### src/rtl/asrc_pkg.sv
// Package: constants and carrier types for the async SRAM host controller
package asrc_pkg;

	// ****************************************
	// Geometry
	// ****************************************
	localparam int ADDR_W = 20;
	localparam int DATA_W = 16;
	localparam int LANE_W = 8;

	// ****************************************
	// Timing (ns / us as printed) and cycle counts at 100 MHz
	// ****************************************
	localparam int CLK_PERIOD_NS = 10;
	localparam int CLK_MHZ = 100;
	// Speed grade select: 1 = fast (10 ns), 0 = slow (15 ns)
	localparam bit FAST_GRADE = 1'b0;
	localparam int ADDR_TO_DATA_DELAY_NS = FAST_GRADE ? 10 : 15;
	localparam int OUTPUT_DRIVE_TO_DATA_DELAY_NS = FAST_GRADE ? 5 : 8;
	localparam int LANE_ENABLE_TO_DATA_DELAY_NS = FAST_GRADE ? 5 : 8;
	localparam int LANE_DISABLE_TO_FLOAT_NS = FAST_GRADE ? 6 : 8;
	localparam int ADDR_SETUP_TO_WRITE_END_NS = FAST_GRADE ? 7 : 12;
	localparam int LANE_ENABLE_TO_WRITE_END_NS = FAST_GRADE ? 7 : 12;
	localparam int DATA_SETUP_TO_WRITE_END_NS = FAST_GRADE ? 5 : 8;
	localparam int STROBE_LOW_TO_FLOAT_NS = FAST_GRADE ? 5 : 8;
	localparam int ADDR_HOLD_AFTER_WRITE_END_NS = 0;
	localparam int DATA_HOLD_AFTER_WRITE_END_NS = 0;
	localparam int ADDR_SETUP_TO_WRITE_START_NS = 0;
	localparam int DESELECT_TO_RETENTION_NS = 0;
	localparam int POWER_TO_FIRST_ACCESS_US = 100;

	// Least times round up
	function automatic int ns_to_cyc(input int ns);
		int c;
		c = (ns + CLK_PERIOD_NS - 1) / CLK_PERIOD_NS;
		return (c < 1) ? 1 : c;
	endfunction

	function automatic int max2(input int a, input int b);
		return (a > b) ? a : b;
	endfunction

	// Write strobe low time covers address, lane, data setup and turn-off
	localparam int WR_LOW_CYC = max2(max2(
		ns_to_cyc(ADDR_SETUP_TO_WRITE_END_NS),
		ns_to_cyc(LANE_ENABLE_TO_WRITE_END_NS)),
		ns_to_cyc(STROBE_LOW_TO_FLOAT_NS + DATA_SETUP_TO_WRITE_END_NS));
	// Read wait: worst of address, output-drive and lane access, plus two
	// cycles for the two-stage input synchroniser
	localparam int RD_WAIT_CYC = max2(max2(
		ns_to_cyc(ADDR_TO_DATA_DELAY_NS),
		ns_to_cyc(OUTPUT_DRIVE_TO_DATA_DELAY_NS)),
		ns_to_cyc(LANE_ENABLE_TO_DATA_DELAY_NS)) + 2;
	// Bus turn-around after a read before driving data again
	localparam int TURN_CYC = ns_to_cyc(LANE_DISABLE_TO_FLOAT_NS);
	localparam int POWER_WAIT_CYC = POWER_TO_FIRST_ACCESS_US * CLK_MHZ;
	localparam int CNT_W = 16;

	// ****************************************
	// Carrier types
	// ****************************************
	typedef struct packed {
		logic write;
		logic [ADDR_W-1:0] addr;
		logic [DATA_W-1:0] wdata;
		logic [1:0] lane_en;
	} asrc_req_type;

	typedef struct packed {
		logic select_active_low;
		logic select_active_high;
		logic write_strobe_n;
		logic output_drive_n;
		logic low_byte_lane_n;
		logic high_byte_lane_n;
		logic [ADDR_W-1:0] addr;
	} asrc_pins_type;

	typedef enum logic [5:0] {
		ST_POWER = 6'b000001,
		ST_IDLE = 6'b000010,
		ST_WRITE = 6'b000100,
		ST_WEND = 6'b001000,
		ST_READ = 6'b010000,
		ST_TURN = 6'b100000
	} asrc_state_type;

endpackage

### src/rtl/asrc_ctrl.sv
// Host controller driving a 1M x 16 asynchronous static memory
`timescale 1ns/1ps
`default_nettype none

module asrc_ctrl #(
	parameter int POWER_WAIT = asrc_pkg::POWER_WAIT_CYC
) (
	// Clock and reset
	input wire logic sys_clk,
	input wire logic reset,
	// User request port
	input wire logic req_valid,
	input wire asrc_pkg::asrc_req_type req,
	output logic req_ready,
	output logic rd_valid,
	output logic [asrc_pkg::DATA_W-1:0] rd_data,
	// Retention entry: deselected and idle
	input wire logic retain_req,
	output logic retain_ok,
	// Memory pins
	output asrc_pkg::asrc_pins_type pins,
	input wire logic [asrc_pkg::DATA_W-1:0] data_in,
	output logic [asrc_pkg::DATA_W-1:0] data_out,
	output logic [asrc_pkg::DATA_W-1:0] data_oe
);

	// ****************************************
	// State
	// ****************************************
	asrc_pkg::asrc_state_type state_q, state_d;
	logic [asrc_pkg::CNT_W-1:0] cnt_q, cnt_d;
	logic [24:0] pwr_q, pwr_d;
	asrc_pkg::asrc_pins_type pins_q, pins_d;
	logic [asrc_pkg::DATA_W-1:0] dout_q, dout_d;
	logic [asrc_pkg::DATA_W-1:0] doe_q, doe_d;
	logic [asrc_pkg::DATA_W-1:0] rdat_q, rdat_d;
	logic rvld_q, rvld_d;
	logic [asrc_pkg::DATA_W-1:0] sync1_q, sync2_q;
	logic [1:0] lanes_q, lanes_d;

	function automatic logic [asrc_pkg::DATA_W-1:0] lane_mask(
		input logic [1:0] en);
		return {{asrc_pkg::LANE_W{en[1]}}, {asrc_pkg::LANE_W{en[0]}}};
	endfunction

	function automatic logic [asrc_pkg::CNT_W-1:0] cyc(input int n);
		return asrc_pkg::CNT_W'(n - 1);
	endfunction

	// Idle pins: deselected, strobe and drive enable high
	function automatic asrc_pkg::asrc_pins_type idle_pins(
		input logic [asrc_pkg::ADDR_W-1:0] a);
		asrc_pkg::asrc_pins_type p;
		p.select_active_low = 1'b1;
		p.select_active_high = 1'b0;
		p.write_strobe_n = 1'b1;
		p.output_drive_n = 1'b1;
		p.low_byte_lane_n = 1'b1;
		p.high_byte_lane_n = 1'b1;
		p.addr = a;
		return p;
	endfunction

	// ****************************************
	// Input synchroniser
	// ****************************************
	always_ff @(posedge sys_clk) begin
		sync1_q <= data_in;
		sync2_q <= sync1_q;
	end

	// ****************************************
	// Sequencer
	// ****************************************
	always_comb begin
		state_d = state_q;
		cnt_d = cnt_q;
		pwr_d = pwr_q;
		pins_d = pins_q;
		dout_d = dout_q;
		doe_d = doe_q;
		rdat_d = rdat_q;
		rvld_d = 1'b0;
		lanes_d = lanes_q;
		unique case (state_q)
			asrc_pkg::ST_POWER: begin
				// Nothing reaches the memory until supply has settled
				if (pwr_q == 25'(POWER_WAIT - 1)) begin
					state_d = asrc_pkg::ST_IDLE;
				end else begin
					pwr_d = pwr_q + 25'd1;
				end
			end
			asrc_pkg::ST_IDLE: begin
				pins_d = idle_pins(pins_q.addr);
				doe_d = '0;
				if (req_valid && !retain_req && req.lane_en != 2'b00) begin
					lanes_d = req.lane_en;
					// Address, select and lanes together: no setup needed
					pins_d.addr = req.addr;
					pins_d.select_active_low = 1'b0;
					pins_d.select_active_high = 1'b1;
					pins_d.low_byte_lane_n = ~req.lane_en[0];
					pins_d.high_byte_lane_n = ~req.lane_en[1];
					if (req.write) begin
						// Drive enable stays high; only enabled lanes driven
						pins_d.write_strobe_n = 1'b0;
						dout_d = req.wdata;
						doe_d = lane_mask(req.lane_en);
						cnt_d = cyc(asrc_pkg::WR_LOW_CYC);
						state_d = asrc_pkg::ST_WRITE;
					end else begin
						pins_d.output_drive_n = 1'b0;
						cnt_d = cyc(asrc_pkg::RD_WAIT_CYC);
						state_d = asrc_pkg::ST_READ;
					end
				end
			end
			asrc_pkg::ST_WRITE: begin
				// Address, lanes and data held to the ending edge
				if (cnt_q == '0) begin
					// Strobe alone ends the write
					pins_d.write_strobe_n = 1'b1;
					state_d = asrc_pkg::ST_WEND;
				end else begin
					cnt_d = cnt_q - 1'b1;
				end
			end
			asrc_pkg::ST_WEND: begin
				// Data and address kept one more cycle past the end
				pins_d = idle_pins(pins_q.addr);
				doe_d = '0;
				state_d = asrc_pkg::ST_IDLE;
			end
			asrc_pkg::ST_READ: begin
				if (cnt_q == '0) begin
					// Only enabled lanes are sampled
					rdat_d = sync2_q & lane_mask(lanes_q);
					rvld_d = 1'b1;
					pins_d = idle_pins(pins_q.addr);
					cnt_d = cyc(asrc_pkg::TURN_CYC);
					state_d = asrc_pkg::ST_TURN;
				end else begin
					cnt_d = cnt_q - 1'b1;
				end
			end
			asrc_pkg::ST_TURN: begin
				// Let the memory float before we may drive again
				if (cnt_q == '0) begin
					state_d = asrc_pkg::ST_IDLE;
				end else begin
					cnt_d = cnt_q - 1'b1;
				end
			end
			default: begin
				state_d = asrc_pkg::ST_IDLE;
				pins_d = idle_pins(pins_q.addr);
				doe_d = '0;
			end
		endcase
	end

	always_ff @(posedge sys_clk) begin
		if (reset) begin
			state_q <= asrc_pkg::ST_POWER;
			cnt_q <= '0;
			pwr_q <= '0;
			pins_q <= '{1'b1, 1'b0, 1'b1, 1'b1, 1'b1, 1'b1, '0};
			dout_q <= '0;
			doe_q <= '0;
			rdat_q <= '0;
			rvld_q <= 1'b0;
			lanes_q <= '0;
		end else begin
			state_q <= state_d;
			cnt_q <= cnt_d;
			pwr_q <= pwr_d;
			pins_q <= pins_d;
			dout_q <= dout_d;
			doe_q <= doe_d;
			rdat_q <= rdat_d;
			rvld_q <= rvld_d;
			lanes_q <= lanes_d;
		end
	end

	// ****************************************
	// Outputs
	// ****************************************
	// Select and strobe never release in the same cycle, so the device
	// outputs can't glitch on at write end
	assign pins = pins_q;
	assign data_out = dout_q;
	assign data_oe = doe_q;
	assign rd_data = rdat_q;
	assign rd_valid = rvld_q;
	assign req_ready = (state_q == asrc_pkg::ST_IDLE) && !retain_req;
	assign retain_ok = (state_q == asrc_pkg::ST_IDLE) && retain_req
		&& pins_q.select_active_low;

endmodule

`default_nettype wire

### config.mk
export PLATFORM = sky130hd
export DESIGN_NAME = asrc_ctrl
export DESIGN_NICKNAME = d
export VERILOG_FILES = /design/src/rtl/asrc_pkg.sv /design/src/rtl/asrc_ctrl.sv
export SDC_FILE = /design/constraint.sdc
export NUM_CORES = 1
export LEC_CHECK = 0
export ABC_AREA = 1
export BUFFER_PORTS_ARGS = -buffer_cell sky130_fd_sc_hd__clkbuf_2
export CAP_MARGIN = 20
export CORE_UTILIZATION = 30
export DETAILED_ROUTE_END_ITERATION = 6
export SLEW_MARGIN = 40
export SYNTH_ARGS = -nofsm -noshare
export SYNTH_HDL_FRONTEND = slang
export SYNTH_SLANG_ARGS = --single-unit
export TNS_END_PERCENT = 50
### constraint.sdc
create_clock -name sys_clk -period 1.85 [get_ports sys_clk]
set_input_delay 0.4625 -clock sys_clk [delete_from_list [all_inputs] [get_ports sys_clk]]
set_output_delay 0.4625 -clock sys_clk [all_outputs]
set_load 0.05 [all_outputs]
==> qor.json <==
{
  "floorplan": {
    "die_ar_um2": 21600,
    "io_pins": 136,
    "floorplan.core_area_um2": 20400,
    "chipWidth_um": 147,
    "initial_core_util_pct": 30.8,
    "chipHeight_um": 147,
    "floorplan.rows": 52
  },
  "timing": {
    "clock.fmax_ghz": 0.520,
    "worst_slack_ns": -0.0718,
    "hold-worst-slack_ns": 0.136,
    "finalHoldViolations": 0,
    "final-max-slew-violation-count": 0,
    "worst_pin_slew_ns": 0.620,
    "post-route-min-period_ns": 1.92,
    "slew_headroom_pct": 58.7,
    "layout_worst_path_cycle_share_pct": 104,
    "finClkSkew_ns": 0.00747,
    "unrepaired_setup_endpoints_after_global_routing": "true",
    "setup_viol_count_final": 2
  },
  "pwr": {
    "report.power.total_w": 0.0115,
    "power.leakage_nw": 3.53,
    "irDropWorstVdd_uv": 913,
    "power_per_cell_area_nw_per_um2": 1420
  },
  "synth": {
    "netlist.area_leader.share_pct": 45.2,
    "post_synthesis_sequential_area_ratio_pct": 45.2,
    "ys.flop_type": "sky130_fd_sc_hd__dfxtp_1",
    "ys_seq_elements": 142,
    "synthesis.nets": 915,
    "post-synth-top-area-cell": "sky130_fd_sc_hd__dfxtp_1",
    "synth-edff-count": 0,
    "syn_avg_cell_area_um2": 7.37,
    "synth_cell_type_count": 36,
    "yosys.cell_count.top_type": "sky130_fd_sc_hd__nand2_1",
    "post_synth_most_frequent_cells": "206 x sky130_fd_sc_hd__nand2_1, 155 x sky130_fd_sc_hd__nor2_1, 142 x sky130_fd_sc_hd__dfxtp_1",
    "ys_async_sr_fraction_pct": 0,
    "synthTopCellsByArea": "sky130_fd_sc_hd__dfxtp_1 45%, sky130_fd_sc_hd__nand2_1 12%, sky130_fd_sc_hd__nor2_1 9.2%",
    "post_synth_instance_area_um2": 6290,
    "ys_warn_count": 0,
    "postSynthCellCount": 854
  },
  "clock_tree": {
    "htree_levels": 4,
    "tritoncts_buffers": 17,
    "clkTransAtPathRegs_ns": 0.06,
    "clock_tree_from_tritoncts": "done",
    "clock_latency_ns": 0.42,
    "tritoncts_num_sinks": 142,
    "cell_chosen_for_the_clock_root": "sky130_fd_sc_hd__clkbuf_16",
    "cts_hold_repair.buffers": 0,
    "cts_buffer_depth": 2
  },
  "finish": {
    "multiInputGateArea_um2": 2950,
    "antenna_cells": 0,
    "layoutNonFillerInstCount": 1286,
    "drive_gt1_share_pct": 27.8,
    "nets": 1064,
    "fillerInstances": 2133,
    "design_area_um2": 8110,
    "area.sequential_um2": 2850,
    "layout_area_overhead_pct": 28.8
  },
  "setup_path": {
    "cp_capture_type": "output port",
    "worst_ep_required_time_ns": 1.39,
    "timing.critical_path.from_type": "flop",
    "worstSetupPathType": "flop to output port",
    "r2r_cells": 9,
    "crit_path_max_fanout": 4,
    "critPathArrivalTime_ns": 1.46
  },
  "detailed_routing": {
    "detailedRoute.firstIterationViolations": 376,
    "antenna_violating_nets_post_route": 0,
    "wirelength_mm": 16.2,
    "drc_errors": 0,
    "dr.pass1.iters": 5,
    "route.vias.total": 5819,
    "via_per_inst": 4.52,
    "avgRoutedWirePerCell_um": 12.6
  },
  "global_route": {
    "first_global_vias": 5289,
    "maximum_number_of_pins_on_one_net_before_global_route_repair": 46,
    "grtUsageTotal_pct": 15.2,
    "antenna_found_initial": 0,
    "grt_pass1_wl_mm": 26.2,
    "gr-total-overflow": 0
  },
  "run_status": {
    "failed_checks": "setup timing",
    "outcome": "complete, but fails checks"
  },
  "run": {
    "cap_violations": 0
  },
  "placed_design": {
    "placement.cell_area_um2": 7270,
    "port_buffers": 135,
    "placedCellCount": 1242,
    "finalWeightedCongestion": 0.846,
    "place_worst_setup_slack_ns": 0.0209,
    "dp_hpwl_mm": 11.1
  },
  "worst_hold_path": {
    "timing.hold.worst_path_depth": 1,
    "holdCritPathClass": "input port to flop"
  }
}
-- metrics by stage --
stage | util [%] | setup TNS [ns]
finish | 39.7 | -0.108
global route | 39.7 | -0.500
CTS | 39.0 | -0.226
detailed placement | 35.6 | 0
global placement | 35.6 | 0
floorplan | - | 0
-- where the power goes --
part	total (W)	internal (W)	switching, W
logic	0.00431	0.00144	0.00288
registers	0.00353	0.00332	0.000212
clock network	0.00367	0.00223	0.00144
total	0.0115	0.00698	0.00453
-- cells by family after synthesis --
| logic type | share of synthesized area (%) |
|---|---|
| AO/OA/AOI/OAI | 10.8 |
| buffers and inverters | 9.20 |
| flip-flops | 45.2 |
| XOR/XNOR | 1.81 |
| adder cells (fa/ha/maj) | 0.398 |
| AND/OR/NAND/NOR | 32.6 |
-- path summary, 6_finish.rpt --
check	end	slack [ns]	startpoint
max	retain_ok	-0.07	state_q[2]
min	sync1_q[1]	0.14	data_in[1]
max reg2reg	cnt_q[15]	0.10	state_q[1]
min reg2reg	sync2_q[0]	0.33	sync1_q[0]
-- placed cells by master, fill, tap and decap left out, drive strengths merged, types with 10 or more instances in the layout --
| master | count |
|---|---|
| xor2 | 10 |
| nand3 | 54 |
| a21oi | 38 |
| nand2 | 219 |
| nand4 | 16 |
| a211oi | 16 |
| o21ai | 48 |
| buf | 40 |
| nor2 | 165 |
| clkbuf | 153 |
| dfxtp | 142 |
| inv | 81 |
-- what timing repair did --
action,CTS,global route
setup buffers,5,5
endpoints found under the setup margin,2,51
pin swaps,4,4
gates cloned,0,2
gates resized for setup,10,20
-- final cells by class --
cell class	instances	area share, %
timing repair buffer	174	12.7
tap	270	4.17
clock inverter	13	2.21
multi-input combinational	589	36.4
clock buffer	19	5.59
sequential	142	35.1
inverter	78	3.72
timing repair inverter	1	0.0926
-- per-layer routing --
metal	wire length, um	GRT usage, %
met3	683	3.29
met4	224	5.00
met5	0	0
met2	7760	25.2
met1	7500	19.4
-- flip-flops by register name, indices dropped and copies added, names as in the netlist --
register,flops
data_out,16
cnt_q,16
rd_data,16
pins,26
pwr_q,25
data_oe,2
state_q,6
sync1_q,16
sync2_q,16
rd_valid,1
lanes_q,2
-- worst max-delay path, stage by stage, from the launching register on --
cell and delay (ns):
sky130_fd_sc_hd__dfxtp_2 0.33, sky130_fd_sc_hd__nor2_4 0.14, sky130_fd_sc_hd__nand2_4 0.08, sky130_fd_sc_hd__nor2_8 0.15, sky130_fd_sc_hd__inv_4 0.05, sky130_fd_sc_hd__nor3_4 0.13, sky130_fd_sc_hd__buf_8 0.17
No activity file was read; power rests on OpenSTA's default activity.
